### src/rtl/blc_pkg.sv
// Purpose: constants for the bit-logic / compare / decimal-adjust execution unit
// Assumes: 8-bit core, one machine cycle per ref_clk_i cycle
// Notes:   opcodes are the instruction encodings this unit executes
package blc_pkg;
  localparam logic [7:0] OPC_AND_C_BIT  = 8'h82;
  localparam logic [7:0] OPC_AND_C_NBIT = 8'hb0;
  localparam logic [7:0] OPC_CMPJ_A_DIR = 8'hb5;
  localparam logic [7:0] OPC_CMPJ_A_IMM = 8'hb4;
  localparam logic [7:0] OPC_CMPJ_IND0  = 8'hb6;
  localparam logic [7:0] OPC_CMPJ_IND1  = 8'hb7;
  localparam logic [4:0] OPC_CMPJ_REG_HI = 5'h17;
  localparam logic [7:0] OPC_CLEAR_A    = 8'he4;
  localparam logic [7:0] OPC_CLEAR_C    = 8'hc3;
  localparam logic [7:0] OPC_CLEAR_BIT  = 8'hc2;
  localparam logic [7:0] OPC_INV_A      = 8'hf4;
  localparam logic [7:0] OPC_INV_C      = 8'hb3;
  localparam logic [7:0] OPC_INV_BIT    = 8'hb2;
  localparam logic [7:0] OPC_DECADJ     = 8'hd4;
  localparam logic [2:0] CYC_ONE        = 3'h1;
  localparam logic [2:0] CYC_TWO        = 3'h2;
  localparam logic [2:0] CYC_FOUR       = 3'h4;
  localparam logic [15:0] CMPJ_LEN      = 16'h0003;
  localparam logic [3:0] BCD_MAX        = 4'h9;
  localparam logic [3:0] BCD_FIX        = 4'h6;
  localparam logic [7:0] ACC_RST        = 8'h00;
  localparam logic [15:0] PC_RST        = 16'h0000;
  typedef enum logic [1:0] {
    ST_IDLE = 2'b00,
    ST_BUSY = 2'b01,
    ST_DONE = 2'b11
  } blc_state_t;
endpackage

### src/rtl/blc_exec.sv
// Purpose: execution unit for carry-and-bit, compare-jump, clear, complement, decimal adjust
// Assumes: decoder presents opcode plus operand bytes with start_i; operands pre-fetched
// Notes:   bit writes go out as one-cycle strobes; the unit owns acc, carry and pc
`timescale 1ns/1ps
`default_nettype none
module blc_exec (
  input  wire logic        ref_clk_i,    // core clock
  input  wire logic        reset_n_i,    // async reset, active low
  input  wire logic        start_i,      // new instruction presented
  input  wire logic [7:0]  opcode_i,     // first instruction byte
  input  wire logic [7:0]  byte2_i,      // second byte (bit addr / direct / immediate)
  input  wire logic [7:0]  byte3_i,      // third byte (relative displacement)
  input  wire logic [7:0]  operand_i,    // fetched byte operand (direct, reg or indirect)
  input  wire logic        bit_val_i,    // addressed bit as read from memory or pin
  input  wire logic        bit_latch_i,  // addressed bit as held in port output latch
  input  wire logic        bit_is_port_i,// addressed bit lies in a port latch
  input  wire logic        aux_carry_i,  // auxiliary carry flag from status word
  output logic             busy_o,       // instruction in progress
  output logic             retire_o,     // one-cycle pulse: instruction done
  output logic [7:0]       acc_o,        // accumulator
  output logic             carry_o,      // carry flag
  output logic [15:0]      pc_o,         // program counter
  output logic             bit_wr_o,     // one-cycle bit write strobe
  output logic [7:0]       bit_addr_o,   // bit write address
  output logic             bit_data_o    // bit write value
);
  // ==========================================================
  // decode
  function automatic logic [2:0] cycles_of(input logic [7:0] op);
    logic [2:0] c;
    c = blc_pkg::CYC_ONE;
    if (op == blc_pkg::OPC_AND_C_BIT || op == blc_pkg::OPC_AND_C_NBIT ||
        op == blc_pkg::OPC_CLEAR_BIT || op == blc_pkg::OPC_INV_BIT)
      c = blc_pkg::CYC_TWO;
    if (op == blc_pkg::OPC_CMPJ_A_DIR || op == blc_pkg::OPC_CMPJ_A_IMM ||
        op == blc_pkg::OPC_CMPJ_IND0 || op == blc_pkg::OPC_CMPJ_IND1 ||
        op[7:3] == blc_pkg::OPC_CMPJ_REG_HI)
      c = blc_pkg::CYC_FOUR;
    return c;
  endfunction

  function automatic logic is_cmp_jump(input logic [7:0] op);
    return cycles_of(op) == blc_pkg::CYC_FOUR;
  endfunction

  blc_pkg::blc_state_t state_r;
  logic [2:0]  cnt_r;
  logic [7:0]  op_r;
  logic [7:0]  b2_r;
  logic [7:0]  b3_r;
  logic [7:0]  opnd_r;
  logic        bit_r;
  logic        latch_r;
  logic        port_r;
  logic        last_c;
  logic [7:0]  cmp_a;
  logic [7:0]  cmp_b;
  logic [7:0]  da_lo;
  logic        da_c1;
  logic [8:0]  da_sum1;
  logic [8:0]  da_sum2;
  logic        da_c2;

  // ==========================================================
  // sequencing: hold the instruction for its listed cycle count
  assign last_c   = (state_r == blc_pkg::ST_BUSY) && (cnt_r == blc_pkg::CYC_ONE);
  assign busy_o   = (state_r == blc_pkg::ST_BUSY);
  assign retire_o = last_c;

  always_ff @(posedge ref_clk_i or negedge reset_n_i) begin
    if (!reset_n_i) begin
      state_r <= blc_pkg::ST_IDLE;
      cnt_r   <= 3'h0;
    end else if (state_r != blc_pkg::ST_BUSY && start_i) begin
      state_r <= blc_pkg::ST_BUSY;
      cnt_r   <= cycles_of(opcode_i);
    end else if (last_c) begin
      state_r <= blc_pkg::ST_DONE;
      cnt_r   <= 3'h0;
    end else if (state_r == blc_pkg::ST_BUSY) begin
      cnt_r   <= cnt_r - 3'h1;
    end else begin
      state_r <= blc_pkg::ST_IDLE;
    end
  end

  // operands captured at start so they stay stable through the instruction
  always_ff @(posedge ref_clk_i or negedge reset_n_i) begin
    if (!reset_n_i) begin
      op_r    <= 8'h00;
      b2_r    <= 8'h00;
      b3_r    <= 8'h00;
      opnd_r  <= 8'h00;
      bit_r   <= 1'b0;
      latch_r <= 1'b0;
      port_r  <= 1'b0;
    end else if (state_r != blc_pkg::ST_BUSY && start_i) begin
      op_r    <= opcode_i;
      b2_r    <= byte2_i;
      b3_r    <= byte3_i;
      opnd_r  <= operand_i;
      bit_r   <= bit_val_i;
      latch_r <= bit_latch_i;
      port_r  <= bit_is_port_i;
    end
  end

  // ==========================================================
  // compare operands: accumulator forms versus register/indirect forms
  always_comb begin
    cmp_a = acc_o;
    cmp_b = operand_i;
    if (op_r == blc_pkg::OPC_CMPJ_A_DIR) begin
      cmp_a = acc_o;
      cmp_b = opnd_r;
    end else if (op_r == blc_pkg::OPC_CMPJ_A_IMM) begin
      cmp_a = acc_o;
      cmp_b = b2_r;
    end else begin
      cmp_a = opnd_r;
      cmp_b = b2_r;
    end
  end

  // ==========================================================
  // decimal adjust, addition correction only; other inputs give no defined meaning
  always_comb begin
    da_sum1 = {1'b0, acc_o};
    if (acc_o[3:0] > blc_pkg::BCD_MAX || aux_carry_i)
      da_sum1 = {1'b0, acc_o} + {5'h00, blc_pkg::BCD_FIX};
    da_lo = da_sum1[7:0];
    da_c1 = carry_o | da_sum1[8];
    da_sum2 = {1'b0, da_lo};
    if (da_c1 || da_lo[7:4] > blc_pkg::BCD_MAX)
      da_sum2 = {1'b0, da_lo} + {1'b0, blc_pkg::BCD_FIX, 4'h0};
    da_c2 = da_c1 | da_sum2[8];
  end

  // ==========================================================
  // accumulator; compare never writes it
  always_ff @(posedge ref_clk_i or negedge reset_n_i) begin
    if (!reset_n_i) begin
      acc_o <= blc_pkg::ACC_RST;
    end else if (last_c) begin
      case (op_r)
        blc_pkg::OPC_CLEAR_A: acc_o <= 8'h00;
        blc_pkg::OPC_INV_A:   acc_o <= ~acc_o;
        blc_pkg::OPC_DECADJ:  acc_o <= da_sum2[7:0];
        default:            acc_o <= acc_o;
      endcase
    end
  end

  // carry; the only flag this unit owns, so overflow is never touched
  always_ff @(posedge ref_clk_i or negedge reset_n_i) begin
    if (!reset_n_i) begin
      carry_o <= 1'b0;
    end else if (last_c) begin
      if (is_cmp_jump(op_r)) begin
        carry_o <= (cmp_a < cmp_b);
      end else begin
        case (op_r)
          blc_pkg::OPC_AND_C_BIT:  carry_o <= carry_o & bit_r;
          blc_pkg::OPC_AND_C_NBIT: carry_o <= carry_o & ~bit_r;
          blc_pkg::OPC_CLEAR_C:    carry_o <= 1'b0;
          blc_pkg::OPC_INV_C:      carry_o <= ~carry_o;
          blc_pkg::OPC_DECADJ:     carry_o <= da_c2;
          default:                 carry_o <= carry_o;
        endcase
      end
    end
  end

  // program counter: compare adds length, then displacement when unequal
  always_ff @(posedge ref_clk_i or negedge reset_n_i) begin
    if (!reset_n_i) begin
      pc_o <= blc_pkg::PC_RST;
    end else if (last_c && is_cmp_jump(op_r)) begin
      if (cmp_a != cmp_b)
        pc_o <= pc_o + blc_pkg::CMPJ_LEN + {{8{b3_r[7]}}, b3_r};
      else
        pc_o <= pc_o + blc_pkg::CMPJ_LEN;
    end
  end

  // bit write-back; complement of a port bit starts from the latch, not the pin
  always_ff @(posedge ref_clk_i or negedge reset_n_i) begin
    if (!reset_n_i) begin
      bit_wr_o   <= 1'b0;
      bit_addr_o <= 8'h00;
      bit_data_o <= 1'b0;
    end else begin
      bit_wr_o <= 1'b0;
      if (last_c && op_r == blc_pkg::OPC_CLEAR_BIT) begin
        bit_wr_o   <= 1'b1;
        bit_addr_o <= b2_r;
        bit_data_o <= 1'b0;
      end else if (last_c && op_r == blc_pkg::OPC_INV_BIT) begin
        bit_wr_o   <= 1'b1;
        bit_addr_o <= b2_r;
        bit_data_o <= port_r ? ~latch_r : ~bit_r;
      end
    end
  end

  // ==========================================================
  // checks
  AST_CMPJ_FOUR: assert property (@(posedge ref_clk_i) disable iff (!reset_n_i)
    (start_i && !busy_o && is_cmp_jump(opcode_i)) |-> ##4 retire_o)
    else $error("compare-jump did not retire after four cycles");
  AST_TWO_CYC: assert property (@(posedge ref_clk_i) disable iff (!reset_n_i)
    (start_i && !busy_o && opcode_i == blc_pkg::OPC_AND_C_BIT) |-> ##2 retire_o)
    else $error("carry-and-bit did not retire after two cycles");
  AST_ONE_CYC: assert property (@(posedge ref_clk_i) disable iff (!reset_n_i)
    (start_i && !busy_o && opcode_i == blc_pkg::OPC_DECADJ) |-> ##1 retire_o)
    else $error("decimal adjust took more than one cycle");
  AST_AND_ZERO: assert property (@(posedge ref_clk_i) disable iff (!reset_n_i)
    (retire_o && op_r == blc_pkg::OPC_AND_C_BIT && !bit_r) |=> !carry_o)
    else $error("carry not cleared by zero source bit");
  AST_AND_KEEP: assert property (@(posedge ref_clk_i) disable iff (!reset_n_i)
    (retire_o && op_r == blc_pkg::OPC_AND_C_BIT && bit_r) |=> $stable(carry_o))
    else $error("carry changed by a one source bit");
  AST_AND_NBIT: assert property (@(posedge ref_clk_i) disable iff (!reset_n_i)
    (retire_o && op_r == blc_pkg::OPC_AND_C_NBIT) |=>
      (carry_o == ($past(carry_o) & ~$past(bit_r))) && !bit_wr_o)
    else $error("complemented carry-and wrong or wrote the bit");
  AST_CMPJ_PC: assert property (@(posedge ref_clk_i) disable iff (!reset_n_i)
    (retire_o && is_cmp_jump(op_r) && cmp_a == cmp_b) |=>
      pc_o == $past(pc_o) + blc_pkg::CMPJ_LEN)
    else $error("equal compare did not advance pc by three");
  AST_CMPJ_JUMP: assert property (@(posedge ref_clk_i) disable iff (!reset_n_i)
    (retire_o && is_cmp_jump(op_r) && cmp_a != cmp_b) |=>
      pc_o == $past(pc_o) + blc_pkg::CMPJ_LEN + {{8{$past(b3_r[7])}}, $past(b3_r)})
    else $error("unequal compare did not take the displacement");
  AST_PC_HOLD: assert property (@(posedge ref_clk_i) disable iff (!reset_n_i)
    (retire_o && !is_cmp_jump(op_r)) |=> $stable(pc_o))
    else $error("pc moved outside a compare");
  AST_CMPJ_C: assert property (@(posedge ref_clk_i) disable iff (!reset_n_i)
    (retire_o && is_cmp_jump(op_r)) |=> carry_o == ($past(cmp_a) < $past(cmp_b)))
    else $error("compare carry wrong");
  AST_CMPJ_ACC: assert property (@(posedge ref_clk_i) disable iff (!reset_n_i)
    (retire_o && is_cmp_jump(op_r)) |=> $stable(acc_o) && !bit_wr_o)
    else $error("compare modified an operand");
  AST_CLEAR_A: assert property (@(posedge ref_clk_i) disable iff (!reset_n_i)
    (retire_o && op_r == blc_pkg::OPC_CLEAR_A) |=> acc_o == 8'h00 && $stable(carry_o))
    else $error("clear accumulator wrong");
  AST_INV_A: assert property (@(posedge ref_clk_i) disable iff (!reset_n_i)
    (retire_o && op_r == blc_pkg::OPC_INV_A) |=> acc_o == ~$past(acc_o) && $stable(carry_o))
    else $error("complement accumulator wrong");
  AST_INV_PORT: assert property (@(posedge ref_clk_i) disable iff (!reset_n_i)
    (retire_o && op_r == blc_pkg::OPC_INV_BIT && port_r) |=> bit_wr_o && bit_data_o == !latch_r)
    else $error("port complement not taken from latch");
  AST_DEC_CSET: assert property (@(posedge ref_clk_i) disable iff (!reset_n_i)
    (retire_o && op_r == blc_pkg::OPC_DECADJ && carry_o) |=> carry_o)
    else $error("decimal adjust cleared carry");
  AST_DEC_NONE: assert property (@(posedge ref_clk_i) disable iff (!reset_n_i)
    (retire_o && op_r == blc_pkg::OPC_DECADJ && !carry_o && !aux_carry_i &&
     acc_o[3:0] <= blc_pkg::BCD_MAX && acc_o[7:4] <= blc_pkg::BCD_MAX) |=>
      $stable(acc_o) && !carry_o)
    else $error("decimal adjust changed valid digits");
  AST_DEC_LOW: assert property (@(posedge ref_clk_i) disable iff (!reset_n_i)
    (retire_o && op_r == blc_pkg::OPC_DECADJ && !carry_o && aux_carry_i &&
     acc_o[3:0] < blc_pkg::BCD_MAX && acc_o[7:4] < blc_pkg::BCD_MAX) |=>
      acc_o == $past(acc_o) + {4'h0, blc_pkg::BCD_FIX})
    else $error("decimal adjust missed the low nibble fix");
  AST_CLEAR_C: assert property (@(posedge ref_clk_i) disable iff (!reset_n_i)
    (retire_o && op_r == blc_pkg::OPC_CLEAR_C) |=> !carry_o && $stable(acc_o))
    else $error("clear carry wrong");
  AST_CLEAR_BIT: assert property (@(posedge ref_clk_i) disable iff (!reset_n_i)
    (retire_o && op_r == blc_pkg::OPC_CLEAR_BIT) |=> bit_wr_o && !bit_data_o && $stable(carry_o))
    else $error("clear bit wrong");
  AST_INV_C: assert property (@(posedge ref_clk_i) disable iff (!reset_n_i)
    (retire_o && op_r == blc_pkg::OPC_INV_C) |=> carry_o != $past(carry_o) && $stable(acc_o))
    else $error("complement carry wrong");
  AST_INV_BIT: assert property (@(posedge ref_clk_i) disable iff (!reset_n_i)
    (retire_o && op_r == blc_pkg::OPC_INV_BIT && !port_r) |=> bit_data_o == !bit_r)
    else $error("bit complement wrong");
  AST_BUSY_TAKE: assert property (@(posedge ref_clk_i) disable iff (!reset_n_i)
    (start_i && !busy_o) |=> busy_o)
    else $error("instruction not taken");
  AST_RETIRE_PULSE: assert property (@(posedge ref_clk_i) disable iff (!reset_n_i)
    retire_o |=> !retire_o && !busy_o)
    else $error("retire longer than one cycle");
  AST_WR_PULSE: assert property (@(posedge ref_clk_i) disable iff (!reset_n_i)
    bit_wr_o |=> !bit_wr_o)
    else $error("bit write strobe longer than one cycle");
endmodule
`default_nettype wire

### config.mk
export PLATFORM = sky130hd
export DESIGN_NAME = blc_exec
export DESIGN_NICKNAME = d
export VERILOG_FILES = /design/src/rtl/blc_pkg.sv /design/src/rtl/blc_exec.sv
export SDC_FILE = /design/constraint.sdc
export NUM_CORES = 1
export LEC_CHECK = 0
export ABC_CLOCK_PERIOD_IN_PS = 3200
export BUFFER_PORTS_ARGS = -buffer_cell sky130_fd_sc_hd__buf_2
export CAP_MARGIN = 20
export CORE_MARGIN = 2
export CORE_UTILIZATION = 54
export CTS_BUF_LIST = sky130_fd_sc_hd__clkbuf_2
export CTS_CLUSTER_DIAMETER = 100
export DETAILED_ROUTE_END_ITERATION = 8
export GPL_TIMING_DRIVEN = 0
export PLACE_DENSITY = 0.88
export SETUP_SLACK_MARGIN = 0.3
export SYNTH_ARGS = -nofsm -noshare
export SYNTH_HDL_FRONTEND = slang
export SYNTH_SLANG_ARGS = --single-unit
### constraint.sdc
create_clock -name ref_clk_i -period 3.2 [get_ports ref_clk_i]
set_input_delay 0.32 -clock ref_clk_i [delete_from_list [all_inputs] [get_ports ref_clk_i]]
set_output_delay 0.32 -clock ref_clk_i [all_outputs]
set_load 0.02 [all_outputs]
### After elaboration in Yosys (flattened, before gate mapping)

Index checks and enable logic that the tools add are counted.

* input bits: 39
* output and inout port bits: 37
* bits in registers: 75
* word-level logic and storage cells: 115

* order comparisons: 3
* bitwise logic cells: 8
* equal/unequal tests: 30
* reductions and logical operators: 27
* add/subtract/negate cells: 5
* mux-type cells: 27

Operator list (count)
* $eq A8 B8 Y1 const B: 21
* $mux W8: 5
* $pmux W8 S3: 1
* $mux W3: 6
* $mux W9: 2
* $add A16 B16 Y16: 1
* $add A16 B2 Y16 const B: 1
* $logic_or A1 B1 Y1: 16
* $mux W16: 1
* $eq A5 B5 Y1 const B: 2
* $mux W2: 5
* $add A8 B3 Y9 const B: 1
* $add A8 B7 Y9 const B: 1
* $gt A4 B4 Y1 const B: 2
* $lt A8 B8 Y1: 1
* $ne A8 B8 Y1: 1
* $not A8 Y8: 1
* $eq A3 B3 Y1 const B: 2
* $mux W1: 6
* $reduce_bool A3 Y1: 2
* $reduce_bool A6 Y1: 1
* $logic_and A1 B1 Y1: 5
* $pmux W1 S5: 1
* $reduce_and A2 Y1: 2
* other kinds (9): 13

### Depth between registers and ports, before layout

* depth in word-level cells: 10
* depth in mapped cells: 14
* gate-level depth less buffers: 14

### Least setup slack after synthesis

No wires, ideal clock.

* path type: flip-flop to flip-flop
* start point: register pc_o[0]
* end point: register pc_o[15]
* library setup time: 95 ps
* arrival: 3343 ps
* required time: 3105 ps
* path slack: -239 ps
* stages on the path, launching flop included: 15
* period minus slack after synthesis: 3439 ps
* cells stage by stage: dfrtp_1 > inv_1 > ha_1 > nand4b_1 > nor3_1 > nand2_1 > xnor2_1 > ha_1 > a21o_1 > a21o_1 > a2111oi_2 > o21ai_1 > and4_1 > or3_1 > o31ai_1

* word-level cells in the longest chain between the ends: 3

RTL lines
* from (decl): line blc_exec.sv:22 `output logic [15:0] pc_o,`
* from (signal assigned): line blc_exec.sv:177 `pc_o <= blc_pkg::PC_RST;`
* from (signal assigned): line blc_exec.sv:180 `pc_o <= pc_o + blc_pkg::CMPJ_LEN + {{8{b3_r[7]}}, b3_r};`
* from (signal assigned): line blc_exec.sv:182 `pc_o <= pc_o + blc_pkg::CMPJ_LEN;`
* $add A16 B2 Y16 *: line blc_exec.sv:180, blc_exec.sv:182
* $add A16 B16 Y16: line blc_exec.sv:180
* $mux W16 *: line blc_exec.sv:179 `if (cmp_a != cmp_b)`

Every way passes the cells marked *; elsewhere a longest branch is shown, timed or not.
A chain may end at the register's enable or synchronous reset.

### Worst setup path after layout

* start point: register pc_o[1]
* end point: register pc_o[15]

Same word-level chain as after synthesis.

==> key figures <==
Synthesis
  • Most numerous cell in the Yosys netlist: dfrtp_1
  • Ys Warns: 0
  • Synth top area cells: dfrtp_1, mux2_2, ha_1
  • Post-synthesis mux area share: between 10% and 20%
  • Cell accounting for the most synthesized area: dfrtp_1
  • Area fraction of the dominant cell type after synthesis: 37.10%
  • EDFF count, synth: 0
  • Post-synthesis adder-cell area fraction: 7.321%
  • Syn Area/Cell: slightly above 9 µm²
  • Xor and xnor area share after synthesis: just under 5%
  • Post-Synth Simple-Gate Area: about 18%
  • Compound-Gate Fraction of Synth Area: about 18%
  • Flops & latches, synth: 75
  • Post-Synthesis Cell Area: between 5000 and 6000 µm²
  • Post-synth ARST share: 100.0%
  • Syn nets: 615
  • Largest family of logic cells by synthesized area: simple AND/OR/NAND/NOR gates
  • Seq/Total Area, Yosys: between 30% and 40%
  • Ys flop type: dfrtp_1
  • Commonest cells post-synth: dfrtp_1, nand2_1, nor2_1
  • Post-Syn Instances: roughly 550
  • Post-synth cell types: 64

Clock tree
  • CTS H-tree lvls: 3
  • CTS clk-pin slew, worst paths: approximately 0.26 ns
  • Worst skew pair latency: 0.58 ns
  • Clk root buf: clkbuf_2
  • CTS tree: yes
  • CTS buffer count: 9
  • Number of clock sinks: 75
  • Clock Path Buffers: 2

Final layout
  • Finished Cell Area: around 6500 µm²
  • ANT cells: 0
  • Final net count: roughly 760
  • Fillers: about 600
  • Final core occ: just over 70%
  • Layout overhead on the synthesized area: 28.59%
  • Layout cells sized above 1: about a third

Critical path
  • R2R Path End: pc_o[15]
  • Critical path's largest stage delay: ~0.45 ns
  • Critical path class: reg2reg
  • CP Cell Sequence: inv_2 -> ha_4 -> nand4b_1 -> nor3_4 -> buf_6 -> nand2_2 -> xnor2_2 -> ha_4 -> a21o_1 -> a21o_1 -> a221oi_1 -> o221ai_1 -> or3_1 -> o31ai_1
  • Startpoint types: flop
  • CP required: approximately 3.7 ns
  • R2r setup slk: -0.18 ns
  • Worst Reg2Reg Path Length in Cells: 14
  • WP data arrival: ~3.9 ns
  • Worst setup EP type: flop
  • CP max-delay cell: dfrtp_2
  • CP Max Fanout: 4
  • Reg2reg start: pc_o[1]

Pwr
  • Combinational share of power: around 62%
  • Pleak: between 3 and 4 nW
  • Max VDD drop: a little under 0.7 mV
  • Pwr per Cell Area: 985.1 nW/µm²
  • Total chip power: roughly 0.0064 W
  • Net Sw Power: about 0.003 W
  • Sw frac: between 40% and 50%
  • Sequential Power Share: around 28%
  • Clk pwr share: roughly a tenth
  • P_int: roughly 0.0034 W

Timing
  • Number of failing hold endpoints at the final stage: 0
  • Crit path time final: about 3.4 ns
  • Final setup violation count: 1
  • Final hold slack: about 0.02 ns
  • Final WS setup: -0.1834 ns
  • Final Cycle Share: 105.7%
  • Max Slew Vio Count: 0
  • Worst-margin pin slew: around 0.81 ns
  • RSZ-0062 raised after global routing: true
  • Max Freq: just under 300 MHz
  • Final Skew: 0.05568 ns
  • Slew HR: 46.05%

Place
  • Port bufs: between 70 and 80
  • HPWL Detailed: 10170 µm
  • Placed Area: between 5000 and 6000 µm²
  • Gpl congestion: 0.9112

Die
  • Die area: between 10000 and 15000 µm²
  • Die Wd: 100.8 µm
  • # rows: 35
  • Io pins: 76
  • Core area: approximately 9200 µm²
  • Initial Util: between 50 and 60%
  • Die Ht: approximately 100 µm

Worst hold path
  • Hold path depth: 2
  • Hold WC Path Type: in2reg
  • Min-Delay Endpoint: b2_r[6]
  • Worst Min Path Start: byte2_i[6]

Status
  • Failing checks: setup timing
  • Status: complete, but fails checks

Routing
  • Total wire length: approximately 17000 µm
  • Vias per cell: about 6.5
  • DR WL/cell: roughly 20 µm
  • DR vias: roughly 5300
  • Drt first pass iters: 7
  • DRT iter0 DRCs: around 570
  • Post-route ant nets: 0
  • # DRC: 0

Job
  • Total of max-cap violations: 0

Global routing
  • Initial antenna violation count: 0
  • Global-route wire length before repair: between 20000 and 25000 µm
  • Vias in the first global route: approximately 4800
  • Overflow after GRT: 0
  • Largest net degree at the start of global routing: between 50 and 60
  • Gr usage total: slightly below 30%
-- power by group through the flow --
stage	clock [W]	sequential, W	combinational, W
5_1_grt	0.000688	0.00180	0.00425
4_1_cts	0.000635	0.00170	0.00347
6_report	0.000642	0.00177	0.00400
3_5_place_dp	0	0.00175	0.00322
3_3_place_gp	0	0.00171	0.00303
2_1_floorplan	0	0.00176	0.00237
-- routing by layer --
| metal | GRT usage (%) | share of wire (%) |
|---|---|---|
| met1 | 37.69 | 37 |
| met3 | 5.617 | 9.2 |
| met4 | 9.800 | 5.2 |
| met5 | 0 | 0 |
| met2 | 48.87 | 49 |
-- cell families after synthesis --
group           after synthesis
compound gates              136
fa+ha+maj                    29
flops                        75
mux                          56
simple gates                186
xor+xnor                     28
buf+inv                      37
-- layout by cell type (no fill, tap or decap), types with 22 or more instances in the layout --
master and count:
a21oi_1 30, buf_2 77, buf_4 22, dfrtp_1 68
dlygate4sd3_1 30, ha_1 24, mux2_2 42, nand2_1 63
nor2_1 45, o21ai_0 28
-- stage by stage --
stage | instances | setup WS (ns) | TNS, ns
6_report | 804 | -0.1834 | -0.1834
5_1_grt | 804 | -0.3175 | -0.4329
4_1_cts | 783 | -0.06809 | -0.1218
3_5_place_dp | 734 | -0.3521 | -1.983
3_3_place_gp | 733 | -0.2256 | -0.7668
2_1_floorplan | 547 | 0.05718 | 0
-- critical path: cells and delay by family (launching register included) --
kind,cells,cell delay (ns)
compound gates,5,1.09
xor+xnor,1,0.20
fa+ha+maj,2,0.40
buf+inv,2,0.20
flops,1,0.45
simple gates,4,0.95
-- area by class of cell --
class | count | area [µm²] | area share (%)
clock buffer | 10 | 50.05 | 0.7694
timing repair buffer | 130 | 900.9 | 13.85
sequential | 75 | 1886 | 28.99
multi-input combinational | 435 | 3271 | 50.28
buffer | 18 | 97.59 | 1.500
clock inverter | 6 | 90.09 | 1.385
inverter | 19 | 71.32 | 1.096
tap | 111 | 138.9 | 2.135
-- state kept, by name (all words and copies together) (netlist names), 2 cells and up --
name and count:
bit_addr_o 8, opnd_r 8, state_r 2, b3_r 8, b2_r 8, cnt_r 3, acc_o 8, pc_o 16
op_r 8
-- worst max path at each step --
| stage | startpoint | end | slack [ns] |
|---|---|---|---|
| after floorplan | pc_o[0] | pc_o[15] | 0.06 |
| after global placement | pc_o[0] | pc_o[15] | -0.23 |
| after detailed placement | pc_o[0] | pc_o[15] | -0.35 |
| after CTS | pc_o[1] | pc_o[15] | -0.07 |
| after global routing | pc_o[5] | pc_o[15] | -0.32 |
| final | pc_o[1] | pc_o[15] | -0.18 |
-- what timing repair did --
item                                   in CTS  in global routing
endpoints found under the hold margin      61                 10
pin swaps                                   8                 18
resized for setup                          21                 48
buffers inserted                           13                 11
setup endpoints to repair                  17                 16
hold buffers                               20                 10
Note: power is estimated with default switching activity, not from simulation.
